==> src/can_mode_map.svh <==
`ifndef CAN_MODE_MAP_SVH
`define CAN_MODE_MAP_SVH

// ==========================================================================
// Register byte offsets on the register bus.
`define OFS_CONTROL_ONE   8'h00
`define OFS_CONFIG_TWO    8'h04
`define OFS_IRQ_ENABLE    8'h08
`define OFS_TX_CONTROL    8'h0C
`define OFS_BAUD          8'h10
`define OFS_ACC_FILTER    8'h14
`define OFS_ACC_MASK      8'h18
`define OFS_ERR_COUNT     8'h1C

// ==========================================================================
// Field positions.
`define REQ_OP_HI         10
`define REQ_OP_LO         8
`define CUR_OP_HI         7
`define CUR_OP_LO         5
`define WAKE_FILTER_BIT   14
`define TX_REQ_BIT        0
`define TX_ABORTED_BIT    1
`define WAKE_FLAG_BIT     2
`define IRQ_EN_MASK       8'hEF

// ==========================================================================
// Reset values.
`define CONFIG_RESET      16'h0000
`define IRQ_EN_RESET      8'h00

// ==========================================================================
// Timing.
`define IDLE_BITS         4'hB
`define CLK_PERIOD_NS     8
`define WAKE_FILTER_NS    200
`define WAKE_FILTER_CYC   ((`WAKE_FILTER_NS + `CLK_PERIOD_NS - 1) / `CLK_PERIOD_NS)

`endif

==> src/can_mode_pkg.sv <==
`default_nettype none
package can_mode_pkg;

  // ========================================================================
  // Operating modes, shared by the request and the status field.
  typedef enum logic [2:0] {
    OP_NORMAL      = 3'h0,
    OP_DISABLE     = 3'h1,
    OP_LOOPBACK    = 3'h2,
    OP_LISTEN_ONLY = 3'h3,
    OP_INIT        = 3'h4,
    OP_LISTEN_ALL  = 3'h7
  } op_mode_type;

  typedef enum logic [1:0] {
    TX_IDLE = 2'h0,
    TX_WAIT = 2'h1,
    TX_BUSY = 2'h2
  } tx_state_type;

  // ========================================================================
  // Mode decode.
  function automatic logic ownsTxPin(input op_mode_type m);
    return (m == OP_NORMAL) || (m == OP_LISTEN_ALL);
  endfunction

  function automatic logic ownsRxPin(input op_mode_type m);
    return (m == OP_NORMAL) || (m == OP_LISTEN_ALL) ||
           (m == OP_LISTEN_ONLY);
  endfunction

  function automatic logic mayTransmit(input op_mode_type m);
    return (m == OP_NORMAL) || (m == OP_LOOPBACK);
  endfunction

  function automatic logic isKnownMode(input logic [2:0] c);
    return (c == OP_NORMAL) || (c == OP_DISABLE) || (c == OP_LOOPBACK) ||
           (c == OP_LISTEN_ONLY) || (c == OP_INIT) ||
           (c == OP_LISTEN_ALL);
  endfunction

endpackage
`default_nettype wire

==> src/can_idle_detect.sv <==
`include "can_mode_map.svh"
`default_nettype none
module can_idle_detect (
  input  wire logic mclk,
  input  wire logic reset_n,
  input  wire logic bitTick,
  input  wire logic rxBit,
  input  wire logic restart,
  output logic      busIdle
);

  logic [3:0] count_reg;
  logic [3:0] count_next;

  // ========================================================================
  // Saturating run of recessive bits; a dominant bit starts it over.
  always_comb begin
    count_next = count_reg;
    if (restart) begin
      count_next = 4'h0;
    end else if (bitTick) begin
      if (!rxBit) begin
        count_next = 4'h0;
      end else if (count_reg < `IDLE_BITS) begin
        count_next = count_reg + 4'h1;
      end
    end
  end

  always_ff @(posedge mclk or negedge reset_n) begin
    if (!reset_n) begin
      count_reg <= 4'h0;
    end else begin
      count_reg <= count_next;
    end
  end

  assign busIdle = (count_reg == `IDLE_BITS);

endmodule
`default_nettype wire

==> src/can_wake_filter.sv <==
`include "can_mode_map.svh"
`default_nettype none
module can_wake_filter (
  input  wire logic mclk,
  input  wire logic reset_n,
  input  wire logic rawRx,
  input  wire logic filterOn,
  output logic      filtRx
);

  localparam logic [7:0] FILT_CYC = 8'(`WAKE_FILTER_CYC);

  logic       level_reg;
  logic       level_next;
  logic [7:0] run_reg;
  logic [7:0] run_next;

  // ========================================================================
  // Short glitches on the line must not wake a sleeping node, so a new
  // level is only taken after it has held for the whole filter time.
  always_comb begin
    level_next = level_reg;
    run_next   = 8'h00;
    if (!filterOn) begin
      level_next = rawRx;
    end else if (rawRx != level_reg) begin
      run_next = run_reg + 8'h01;
      if (run_next >= FILT_CYC) begin
        level_next = rawRx;
        run_next   = 8'h00;
      end
    end
  end

  always_ff @(posedge mclk or negedge reset_n) begin
    if (!reset_n) begin
      level_reg <= 1'b1;
      run_reg   <= 8'h00;
    end else begin
      level_reg <= level_next;
      run_reg   <= run_next;
    end
  end

  assign filtRx = level_reg;

endmodule
`default_nettype wire

==> src/can_operating_mode_control.sv <==
`include "can_mode_map.svh"
`default_nettype none
module can_operating_mode_control (
  input  wire logic        mclk,
  input  wire logic        reset_n,
  input  wire logic        wb_cyc_i,
  input  wire logic        wb_stb_i,
  input  wire logic        wb_we_i,
  input  wire logic [7:0]  wb_adr_i,
  input  wire logic [3:0]  wb_sel_i,
  input  wire logic [31:0] wb_dat_i,
  output logic [31:0]      wb_dat_o,
  output logic             wb_ack_o,
  input  wire logic        canRxIn,
  output logic             canTxOut,
  output logic             canTxOe,
  output logic             rxPinIsCan,
  input  wire logic        gpioTxOut,
  input  wire logic        gpioTxOe,
  input  wire logic        cpuSleep,
  input  wire logic        bitTick,
  input  wire logic        coreTxBit,
  output logic             coreRxBit,
  input  wire logic        coreTxActive,
  input  wire logic        coreTxDone,
  input  wire logic        coreTxError,
  input  wire logic        coreRxError,
  output logic             txStart,
  output logic             txEnable,
  output logic             rxEnable,
  output logic             errAckEnable,
  output logic             copyAssembly,
  output logic [7:0]       irqEnables
);

  typedef can_mode_pkg::op_mode_type op_type;

  logic [2:0]   requested_op_field_reg, requested_op_field_next;
  op_type       curOp_reg, curOp_next;
  logic [15:0]  cfgTwo_reg, cfgTwo_next;
  logic [15:0]  baud_reg, baud_next;
  logic [15:0]  filt_reg, filt_next;
  logic [15:0]  mask_reg, mask_next;
  logic [7:0]   inte_reg, inte_next;
  logic         tx_request_bit_reg, tx_request_bit_next;
  logic         tx_aborted_flag_reg, tx_aborted_flag_next;
  logic         wake_reg, wake_next;
  logic [7:0]   txErr_reg, txErr_next;
  logic [7:0]   rxErr_reg, rxErr_next;
  can_mode_pkg::tx_state_type txState_reg, txState_next;
  logic         txStart_reg, txStart_next;
  logic         copy_reg, copy_next;
  logic         ack_reg, ack_next;
  logic [31:0]  dat_reg, dat_next;
  logic         prevRx_reg;
  logic         busIdle;
  logic         filtRx;
  logic         switchNow;
  logic         onLine;
  logic         wrEn;
  logic         cfgWrEn;
  logic         abortNow;
  logic         modeOk;

  // ========================================================================
  // Helpers.
  function automatic logic [15:0] merge16(input logic [15:0] old,
                                          input logic [31:0] dat,
                                          input logic [3:0]  sel);
    logic [15:0] r;
    r = old;
    if (sel[0]) r[7:0] = dat[7:0];
    if (sel[1]) r[15:8] = dat[15:8];
    return r;
  endfunction

  function automatic logic [7:0] satInc(input logic [7:0] v,
                                        input logic       hit);
    return (hit && v != 8'hFF) ? v + 8'h01 : v;
  endfunction

  // ========================================================================
  // Receive path and bus idle detection.
  can_wake_filter u_filter (
    .mclk     (mclk),
    .reset_n  (reset_n),
    .rawRx    (canRxIn),
    .filterOn (cfgTwo_reg[`WAKE_FILTER_BIT] &&
               (cpuSleep || curOp_reg == can_mode_pkg::OP_DISABLE)),
    .filtRx   (filtRx)
  );

  can_idle_detect u_idle (
    .mclk    (mclk),
    .reset_n (reset_n),
    .bitTick (bitTick),
    .rxBit   (coreRxBit),
    .restart (switchNow),
    .busIdle (busIdle)
  );

  always_comb begin
    if (curOp_reg == can_mode_pkg::OP_LOOPBACK) begin
      coreRxBit = coreTxBit;
    end else if (curOp_reg == can_mode_pkg::OP_DISABLE) begin
      coreRxBit = filtRx;
    end else if (can_mode_pkg::ownsRxPin(curOp_reg)) begin
      coreRxBit = filtRx;
    end else begin
      coreRxBit = 1'b1;
    end
  end

  // ========================================================================
  // Pin hand-over. Anything not owned goes back to the port logic.
  assign canTxOut   = can_mode_pkg::ownsTxPin(curOp_reg) ? coreTxBit
                                                         : gpioTxOut;
  assign canTxOe    = can_mode_pkg::ownsTxPin(curOp_reg) ? 1'b1
                                                         : gpioTxOe;
  assign rxPinIsCan = can_mode_pkg::ownsRxPin(curOp_reg);
  assign txEnable   = can_mode_pkg::mayTransmit(curOp_reg);
  assign rxEnable   = (curOp_reg != can_mode_pkg::OP_INIT) &&
                      (curOp_reg != can_mode_pkg::OP_DISABLE);
  assign errAckEnable = can_mode_pkg::mayTransmit(curOp_reg);
  assign txStart    = txStart_reg;
  assign copyAssembly = copy_reg;
  assign irqEnables = inte_reg;

  // ========================================================================
  // Mode switching.
  assign onLine = (curOp_reg != can_mode_pkg::OP_INIT) &&
                  (curOp_reg != can_mode_pkg::OP_DISABLE);
  assign modeOk = can_mode_pkg::isKnownMode(requested_op_field_reg);
  assign switchNow = modeOk && (requested_op_field_reg != curOp_reg) &&
                     !(requested_op_field_reg == can_mode_pkg::OP_INIT &&
                       coreTxActive) &&
                     (!onLine || busIdle);

  always_comb begin
    curOp_next = curOp_reg;
    if (switchNow) begin
      curOp_next = op_type'(requested_op_field_reg);
    end
  end

  // ========================================================================
  // Transmit request sequencing.
  assign abortNow = (txState_reg == can_mode_pkg::TX_WAIT) &&
                    (requested_op_field_reg == can_mode_pkg::OP_DISABLE);

  always_comb begin
    txState_next = txState_reg;
    txStart_next = 1'b0;
    case (txState_reg)
      can_mode_pkg::TX_IDLE: begin
        if (tx_request_bit_reg && can_mode_pkg::mayTransmit(curOp_reg)) begin
          txState_next = can_mode_pkg::TX_WAIT;
        end
      end
      can_mode_pkg::TX_WAIT: begin
        if (abortNow || !can_mode_pkg::mayTransmit(curOp_reg) ||
            !tx_request_bit_reg) begin
          txState_next = can_mode_pkg::TX_IDLE;
        end else if (busIdle && !coreTxActive) begin
          txStart_next = 1'b1;
          txState_next = can_mode_pkg::TX_BUSY;
        end
      end
      can_mode_pkg::TX_BUSY: begin
        if (coreTxDone) begin
          txState_next = can_mode_pkg::TX_IDLE;
        end
      end
      default: begin
        txState_next = can_mode_pkg::TX_IDLE;
      end
    endcase
  end

  // ========================================================================
  // Error counters and error handling.
  always_comb begin
    txErr_next = txErr_reg;
    rxErr_next = rxErr_reg;
    copy_next  = 1'b0;
    if (curOp_reg == can_mode_pkg::OP_INIT) begin
      txErr_next = 8'h00;
      rxErr_next = 8'h00;
    end else if (can_mode_pkg::mayTransmit(curOp_reg)) begin
      txErr_next = satInc(txErr_reg, coreTxError);
      rxErr_next = satInc(rxErr_reg, coreRxError);
    end
    if (curOp_reg == can_mode_pkg::OP_LISTEN_ALL) begin
      copy_next = coreRxError;
    end
  end

  // ========================================================================
  // Register bus. Reads are latched with the answer one cycle after the
  // request; writes land at the edge where the answer is seen.
  assign wrEn    = wb_cyc_i && wb_stb_i && wb_we_i && ack_reg;
  assign cfgWrEn = wrEn && !onLine &&
                   (curOp_reg == can_mode_pkg::OP_INIT);
  assign wb_ack_o = ack_reg;
  assign wb_dat_o = dat_reg;

  always_comb begin
    ack_next = wb_cyc_i && wb_stb_i && !ack_reg;
    dat_next = dat_reg;
    if (ack_next) begin
      case (wb_adr_i)
        `OFS_CONTROL_ONE: dat_next = {21'h0, requested_op_field_reg,
                                      curOp_reg, 5'h00};
        `OFS_CONFIG_TWO:  dat_next = {16'h0000, cfgTwo_reg};
        `OFS_IRQ_ENABLE:  dat_next = {24'h00_0000, inte_reg};
        `OFS_TX_CONTROL:  dat_next = {29'h0, wake_reg, tx_aborted_flag_reg,
                                      tx_request_bit_reg};
        `OFS_BAUD:        dat_next = {16'h0000, baud_reg};
        `OFS_ACC_FILTER:  dat_next = {16'h0000, filt_reg};
        `OFS_ACC_MASK:    dat_next = {16'h0000, mask_reg};
        `OFS_ERR_COUNT:   dat_next = {16'h0000, rxErr_reg, txErr_reg};
        default:          dat_next = 32'h0000_0000;
      endcase
    end
  end

  always_comb begin
    requested_op_field_next  = requested_op_field_reg;
    cfgTwo_next = cfgTwo_reg;
    baud_next   = baud_reg;
    filt_next   = filt_reg;
    mask_next   = mask_reg;
    inte_next   = inte_reg;
    if (wrEn && wb_adr_i == `OFS_CONTROL_ONE && wb_sel_i[1]) begin
      requested_op_field_next = wb_dat_i[`REQ_OP_HI:`REQ_OP_LO];
    end
    if (cfgWrEn) begin
      case (wb_adr_i)
        `OFS_CONFIG_TWO: cfgTwo_next = merge16(cfgTwo_reg, wb_dat_i,
                                               wb_sel_i);
        `OFS_BAUD:       baud_next = merge16(baud_reg, wb_dat_i, wb_sel_i);
        `OFS_ACC_FILTER: filt_next = merge16(filt_reg, wb_dat_i, wb_sel_i);
        `OFS_ACC_MASK:   mask_next = merge16(mask_reg, wb_dat_i, wb_sel_i);
        `OFS_IRQ_ENABLE: begin
          if (wb_sel_i[0]) begin
            inte_next = wb_dat_i[7:0] & `IRQ_EN_MASK;
          end
        end
        default: begin
          inte_next = inte_reg;
        end
      endcase
    end
  end

  // Flags: a hardware set in the same cycle as a software clear wins.
  always_comb begin
    tx_request_bit_next = tx_request_bit_reg;
    tx_aborted_flag_next = tx_aborted_flag_reg;
    wake_next  = wake_reg;
    if (wrEn && wb_adr_i == `OFS_TX_CONTROL && wb_sel_i[0]) begin
      if (wb_dat_i[`TX_REQ_BIT]) begin
        tx_request_bit_next = 1'b1;
      end else if (txState_reg != can_mode_pkg::TX_BUSY) begin
        tx_request_bit_next = 1'b0;
      end
      if (wb_dat_i[`TX_ABORTED_BIT]) tx_aborted_flag_next = 1'b0;
      if (wb_dat_i[`WAKE_FLAG_BIT]) wake_next = 1'b0;
    end
    if (txState_reg == can_mode_pkg::TX_BUSY && coreTxDone) begin
      tx_request_bit_next = 1'b0;
    end
    if (abortNow) begin
      tx_request_bit_next = 1'b0;
      tx_aborted_flag_next = 1'b1;
    end
    if (curOp_reg == can_mode_pkg::OP_DISABLE && prevRx_reg && !filtRx) begin
      wake_next = 1'b1;
    end
  end

  always_ff @(posedge mclk or negedge reset_n) begin
    if (!reset_n) begin
      requested_op_field_reg   <= can_mode_pkg::OP_INIT;
      curOp_reg   <= can_mode_pkg::OP_INIT;
      cfgTwo_reg  <= `CONFIG_RESET;
      baud_reg    <= `CONFIG_RESET;
      filt_reg    <= `CONFIG_RESET;
      mask_reg    <= `CONFIG_RESET;
      inte_reg    <= `IRQ_EN_RESET;
      tx_request_bit_reg   <= 1'b0;
      tx_aborted_flag_reg   <= 1'b0;
      wake_reg    <= 1'b0;
      txErr_reg   <= 8'h00;
      rxErr_reg   <= 8'h00;
      txState_reg <= can_mode_pkg::TX_IDLE;
      txStart_reg <= 1'b0;
      copy_reg    <= 1'b0;
      ack_reg     <= 1'b0;
      dat_reg     <= 32'h0000_0000;
      prevRx_reg  <= 1'b1;
    end else begin
      requested_op_field_reg   <= requested_op_field_next;
      curOp_reg   <= curOp_next;
      cfgTwo_reg  <= cfgTwo_next;
      baud_reg    <= baud_next;
      filt_reg    <= filt_next;
      mask_reg    <= mask_next;
      inte_reg    <= inte_next;
      tx_request_bit_reg   <= tx_request_bit_next;
      tx_aborted_flag_reg   <= tx_aborted_flag_next;
      wake_reg    <= wake_next;
      txErr_reg   <= txErr_next;
      rxErr_reg   <= rxErr_next;
      txState_reg <= txState_next;
      txStart_reg <= txStart_next;
      copy_reg    <= copy_next;
      ack_reg     <= ack_next;
      dat_reg     <= dat_next;
      prevRx_reg  <= filtRx;
    end
  end
endmodule
`default_nettype wire

==> config.mk <==
export PLATFORM = sky130hd
export DESIGN_NAME = can_operating_mode_control
export DESIGN_NICKNAME = d
export VERILOG_FILES = /design/src/can_mode_pkg.sv /design/src/can_idle_detect.sv /design/src/can_wake_filter.sv /design/src/can_operating_mode_control.sv
export VERILOG_INCLUDE_DIRS = /design/src
export SDC_FILE = /design/constraint.sdc
export NUM_CORES = 1
export LEC_CHECK = 0
export ABC_CLOCK_PERIOD_IN_PS = 3070
export BUFFER_PORTS_ARGS = -buffer_cell sky130_fd_sc_hd__buf_2
export CAP_MARGIN = 20
export CORE_MARGIN = 2
export CORE_UTILIZATION = 50
export DETAILED_ROUTE_END_ITERATION = 10
export GPL_TIMING_DRIVEN = 1
export PLACE_DENSITY = 0.81
export SYNTH_ARGS = -nofsm -noshare
export SYNTH_HDL_FRONTEND = slang
export SYNTH_SLANG_ARGS = --single-unit
==> constraint.sdc <==
create_clock -name mclk -period 3.07 [get_ports mclk]
set_clock_uncertainty 0.15 [all_clocks]
set_input_delay 0.614 -clock mclk [delete_from_list [all_inputs] [get_ports mclk]]
set_output_delay 0.614 -clock mclk [all_outputs]
set_load 0.005 [all_outputs]
Word level (Yosys, flattened, before mapping):

Index checks and enable logic that the tools add are counted.

* reductions and logical operators: 74
* $lt $le $gt $ge: 2
* add/subtract/negate cells: 4
* muxes and demuxes: 42
* equal/unequal tests: 33

Operators with widths (count)
* 16-bit case mux with 8 select lines: 1
* 8-bit two-way mux: 9
* 8-bit by 5-bit equality test with 1-bit output, second input constant: 4
* 3-bit AND reduction: 10
* 8-bit by 1-bit adder with 8-bit output, second input constant: 3
* 1-bit logical AND: 24
* 1-bit two-way mux: 23
* 8-bit by 4-bit equality test with 1-bit output, second input constant: 2
* 4-bit two-way mux: 4
* 8-bit != test, second input constant: 2
* 2-bit nonzero test: 8
* 2-bit AND reduction: 7
* 3-bit by 2-bit equality test with 1-bit output, second input constant: 4
* 3-bit equality test, second input constant: 4
* 1-bit logical OR: 12
* 2-bit != test, second input constant: 5
* 8-bit by 3-bit equality test with 1-bit output, second input constant: 1
* 8-bit by 5-bit >= comparator with 1-bit output, second input constant: 1
* 8-bit logical NOT: 1
* 2-bit two-way mux: 4
* 1-bit logical NOT: 7
* 3-bit by 1-bit equality test with 1-bit output, second input constant: 2
* 3-bit logical NOT: 2
* 3-bit by 1-bit != test with 1-bit output, second input constant: 2
* 12 further kinds: 13

* input port bits: 59
* output and inout port bits: 50
* flip-flop bits (word level): 147
* word-level logic and storage cells: 180

Longest topological paths before layout:

* depth after elaboration: 11
* depth in mapped cells: 8
* gate-level depth less buffers: 7

By module:

From an unflattened synthesis, not the netlist that was laid out.

* cells, all modules: 574
* area total of the unflattened synthesis: 6770.2 µm²

By module, submodules not included
* can_operating_mode_control: area each 6082.1 µm², times used 1, cells an instance 512, sequential area each 2956.6 µm²
* can_wake_filter: area each 449.2 µm², times used 1, cells an instance 38, sequential area each 226.5 µm²
* can_idle_detect: area each 239.0 µm², times used 1, cells an instance 24, sequential area each 100.1 µm²

Least setup slack after synthesis:

No wires, ideal clock.

* path type: input-to-reg
* start point: in wb_adr_i[2]
* end point: reg inte_reg[0], in the netlist irqEnables[0]
* required time: 2795 ps
* arrival time: 2024 ps
* slack: 771 ps
* stages on the path: 4
* path buffers: 1
* library setup time: 125 ps
* path through: buf_4 > or4b_1 > nor4_4 > mux2_2

* word-level cells in the longest chain between the ends: 2

RTL lines
* start: declaration: line can_operating_mode_control.sv:9 `input wire logic [7:0] wb_adr_i,`
* 8-bit by 4-bit equality test with 1-bit output: line can_operating_mode_control.sv:238 `case (wb_adr_i)`
* 3-bit AND reduction (no source line)
* end signal: assignment: line can_operating_mode_control.sv:290 `` inte_reg <= `IRQ_EN_RESET; ``
* end signal: assignment: line can_operating_mode_control.sv:309 `inte_reg <= inte_next;`
* end: declaration: line can_operating_mode_control.sv:44 `logic [7:0] inte_reg, inte_next;`

Every way passes these cells.
A chain may end at the register's enable or synchronous reset.

Final worst setup path:

* start point: reg curOp_reg[2] (netlist name)
* end point: out coreRxBit

* word-level cells in the longest chain between the ends: 6
* elaborated cells between the ends (all ways): 10
* classes of those cells: eq/ne: 4; mux: 3; reduce/logical: 3

RTL lines
* start: declaration: line can_operating_mode_control.sv:39 `op_type curOp_reg, curOp_next;`
* start signal: assignment: line can_operating_mode_control.sv:285 `curOp_reg <= can_mode_pkg::OP_INIT;`
* start signal: assignment: line can_operating_mode_control.sv:304 `curOp_reg <= curOp_next;`
* 3-bit equality test / 3-bit logical NOT (equally long branches): line can_mode_pkg.sv:28 `return (m == OP_NORMAL) || (m == OP_LISTEN_ALL) ||`
* 1-bit logical OR (2 in a row): line can_mode_pkg.sv:28
* 1-bit two-way mux: line can_operating_mode_control.sv:107 `end else if (can_mode_pkg::ownsRxPin(curOp_reg)) begin`
* 1-bit two-way mux: line can_operating_mode_control.sv:105 `end else if (curOp_reg == can_mode_pkg::OP_DISABLE) begin`
* 1-bit two-way mux (*): line can_operating_mode_control.sv:103 `if (curOp_reg == can_mode_pkg::OP_LOOPBACK) begin`
* end: declaration: line can_operating_mode_control.sv:23 `output logic coreRxBit,`

Mark *: on every way between the ends. The rest lies on a longest branch, timed or not.

==> summary.txt <==
Timing
  • Crit path time final: 2590 ps
  • Share of the clock period used by the worst path: 84.2%
  • Worst slew margin: 39.1%
  • Count of final hold-check violations: 0
  • Worst hold slack after final layout: 98.7 ps
  • Final number of setup-violating endpoints: 0
  • Count of final max-slew check failures: 0
  • Max Clock Freq: 0.387 GHz
  • Post-Route Setup TNS: 0 ps
  • RSZ-0062 raised after global routing: no
  • Pin slew with the least headroom to its limit: 912 ps
  • Setup slack after layout: 485 ps

Floorplan
  • Site row count: 42
  • Placeable core area: 13100 um^2
  • Die footprint: 14200 um^2
  • Width of the die: 119 um
  • I/O pin count: 109
  • Starting density of the core: 50.8%
  • Die height: 119 um

Synth
  • Top flip-flop cell by instance count after synthesis: sky130_fd_sc_hd__dfrtp_1
  • Cell type with the highest aggregate area in the netlist: sky130_fd_sc_hd__dfrtp_1
  • Async set-or-reset flop fraction in the synthesized netlist: 100%
  • Commonest cells post-synth: sky130_fd_sc_hd__dfrtp_1, sky130_fd_sc_hd__mux2_2, sky130_fd_sc_hd__nand2_1
  • Cell area after synthesis: 6640 um^2
  • EDFF count, synth: 0
  • Count of different cell masters after synthesis: 68
  • Number of instances in the synthesized netlist: 574
  • Portion of the post-synthesis area used by sequential elements: 49.4%
  • Share of Yosys cell area claimed by the top area cell type: 47.9%
  • Main area contributors after synthesis: sky130_fd_sc_hd__dfrtp_1, sky130_fd_sc_hd__mux2_2, sky130_fd_sc_hd__nand2_1, sky130_fd_sc_hd__o21ai_0, sky130_fd_sc_hd__buf_4
  • Total of warnings raised by yosys: 0
  • Avg Inst Size Synth: 11.6 um^2
  • Total of flip-flops plus latches after synthesis: 131
  • Dominant cell by count in the synthesized netlist: sky130_fd_sc_hd__dfrtp_1

Setup path
  • Worst-case reg-to-reg path depth: 4
  • FF-to-FF setup slack: 640 ps
  • Worst setup path startpoint: curOp_reg[2]
  • Type of origin of the critical path: register
  • Critical path data required time: 2310 ps
  • RR Endpoint: irqEnables[2]
  • Critical path start-end classification: register to output pin
  • Maximum fanout along the worst path: 20
  • Startpoint of the lowest-slack register-to-register path: curOp_reg[2]
  • Worst path cell trace: buf_4, o21bai_1, a31o_2, inv_1, buf_2
  • Slowest cell on the critical path: sky130_fd_sc_hd__dfstp_2
  • Type of element capturing the critical path: output pin
  • Arrival time at the worst endpoint: 1820 ps
  • CP Capture Point: coreRxBit
  • Largest stage delay on the critical path: 520 ps

Detailed routing
  • DRC errors left: 0
  • Per-cell via count in the routed design: 5.82
  • Detail Route Antenna Nets: 0
  • Detailed-routing iteration count for the pre-antenna-repair pass: 5
  • Total detailed-routing wirelength: 15800 um
  • Routed wirelength normalized by instance count: 18.7 um
  • Count of routing violations after the opening detailed-route iteration: 429
  • Via count: 4938

Power and ir drop
  • Clock network fraction of design power: 45.7%
  • Combinational cell fraction of total power: 10.3%
  • Design Power: 4.32 mW
  • Net switching power of the design: 1.07 mW
  • Switching portion of total power: 24.7%
  • Worst IR drop on VDD: 0.375 mV
  • Cell leakage power: 3.72 nW
  • Power density over the cells: 558 nW/um^2
  • Int Pwr: 3.25 mW
  • Sequential share of power: 44.0%

Cells and area
  • Fillers: 1082
  • Share of final-layout standard cells stronger than drive strength 1: 32.7%
  • Non-filler instance count after layout: 849
  • Layout-stage area growth over the synthesis result: 16.7%
  • Number of nets in the layout: 724
  • Count of inserted antenna diode cells: 0

Global route
  • Global router's overall resource usage: 23.3%
  • Initial antenna violation count: 0
  • Via count of the first global-routing pass: 5156
  • Wire length of the first global-routing pass: 25600 um
  • Total global routing overflow: 0
  • Largest net degree at the start of global routing: 56

Min path
  • HP Class: primary input to asynchronous set/reset pin

Run status
  • Run status: completed

Clocking
  • Maximum count of clock buffers along a single path: 2
  • Total CTS buffers: 17
  • Clk sink count: 131
  • Clock tree from TritonCTS: done
  • Post-cts resize count: 0
  • Register clock-pin slew on the reported worst setup and hold paths: 50 ps
  • Clk root buf: sky130_fd_sc_hd__clkbuf_16
  • Buffers inserted during post-CTS setup optimization: 0
  • Quantity of hold-fixing buffers added after cts: 0
  • Skew-Pair Late Insertion Delay: 410 ps
  • H-tree levels: 4

Placed design
  • Detailed placement HPWL: 11200 um
  • Gpl congestion: 0.850
  • Pre-CTS worst setup slack: 408 ps
  • Total placed cells including tap cells: 817
  • Port-buffer cells: 73

Run
  • Max-cap violations: 0
cell families (layout without fill, tap and decap cells):
| kind of cell | after synthesis | count (layout) | synth area share [%] |
|---|---|---|---|
| AO/OA/AOI/OAI | 98 | 98 | 9.44 |
| XOR/XNOR | 16 | 16 | 2.11 |
| flip-flops | 131 | 131 | 49.4 |
| buffers and inverters | 54 | 134 | 4.52 |
| other | 1 | 20 | 0.0565 |
| AND/OR/NAND/NOR | 166 | 166 | 14.2 |
| multiplexers | 103 | 103 | 19.3 |
| adder cells (fa/ha/maj) | 5 | 5 | 0.942 |
stage by stage:
stage | area, um^2 | utilization, %
2_1_floorplan | 6710 | -
3_5_place_dp | 7170 | 54.8
6_report | 7750 | 59.2
3_3_place_gp | 7170 | 54.8
5_1_grt | 7750 | 59.2
4_1_cts | 7750 | 59.2
per-layer routing:
layer	up-vias	share of wire [%]	global-route usage, %
li1	2225	-	-
met1	2482	41	27.7
met2	191	51	39.6
met3	40	5.3	5.80
met4	0	3.0	11.0
met5	-	0	0
power groups by stage:
stage	registers [mW]	clock network [mW]	logic, mW
final	1.90	1.97	0.446
after global routing	1.91	2.06	0.499
after CTS	1.90	2.00	0.445
after detailed placement	1.93	0	0.441
after global placement	1.92	0	0.416
after floorplan	1.89	0	0.291
cells in the final DEF (no fill, tap or decap), types with 3 or more instances in the layout:
cell type,n
sky130_fd_sc_hd__xnor2_1,6
sky130_fd_sc_hd__dfrtp_1,127
sky130_fd_sc_hd__and2_1,4
sky130_fd_sc_hd__a21oi_1,19
sky130_fd_sc_hd__nor2_1,24
sky130_fd_sc_hd__o22ai_1,4
sky130_fd_sc_hd__clkbuf_1,6
sky130_fd_sc_hd__and3_1,3
sky130_fd_sc_hd__nor4_1,3
sky130_fd_sc_hd__o22a_1,3
sky130_fd_sc_hd__clkbuf_8,4
sky130_fd_sc_hd__nand2_1,52
sky130_fd_sc_hd__clkinv_2,3
sky130_fd_sc_hd__mux4_1,5
sky130_fd_sc_hd__nand3_1,19
sky130_fd_sc_hd__mux2i_1,15
sky130_fd_sc_hd__nor3b_1,3
sky130_fd_sc_hd__a211oi_1,5
sky130_fd_sc_hd__nand4_1,8
sky130_fd_sc_hd__dfstp_2,4
sky130_fd_sc_hd__xor2_1,10
sky130_fd_sc_hd__clkbuf_16,17
sky130_fd_sc_hd__a22o_1,6
sky130_fd_sc_hd__nor2_4,7
sky130_fd_sc_hd__nor2b_1,4
sky130_fd_sc_hd__mux4_2,6
sky130_fd_sc_hd__or3_1,5
sky130_fd_sc_hd__buf_2,72
sky130_fd_sc_hd__buf_4,17
sky130_fd_sc_hd__nand2b_1,4
sky130_fd_sc_hd__nor3_1,9
sky130_fd_sc_hd__ha_1,5
sky130_fd_sc_hd__inv_1,13
sky130_fd_sc_hd__o21ai_0,36
sky130_fd_sc_hd__conb_1,20
sky130_fd_sc_hd__a22oi_1,5
sky130_fd_sc_hd__mux2_2,77
final cells by class:
class / count / area (um^2) / share of cell area, %
multi-input cells: 408 / 3130 / 40.4
repair buffers: 89 / 488 / 6.30
well taps: 176 / 220 / 2.84
clock buffers: 27 / 503 / 6.49
inverters: 13 / 48.8 / 0.630
clock inverters: 5 / 75.1 / 0.969
flip-flops and latches: 131 / 3280 / 42.4
worst max-delay path, delay by kind of cell, from the launching register on:
| family | cells | cell delay, ps |
|---|---|---|
| flops | 1 | 520 |
| buf+inv | 3 | 500 |
| compound gates | 2 | 380 |
worst min path at each step:
stage | slack (ps) | cells after the start | start | end
floorplan | 170 | 0 | reset_n | baud_reg[0]
global placement | 240 | 0 | u_filter.filtRx | prevRx_reg
detailed placement | 250 | 0 | u_filter.filtRx | prevRx_reg
CTS | 120 | 1 | reset_n | tx_aborted_flag_reg
global route | 140 | 1 | reset_n | tx_aborted_flag_reg
finish | 100 | 1 | reset_n | tx_aborted_flag_reg
Note: power is estimated with default switching activity, not from simulation.
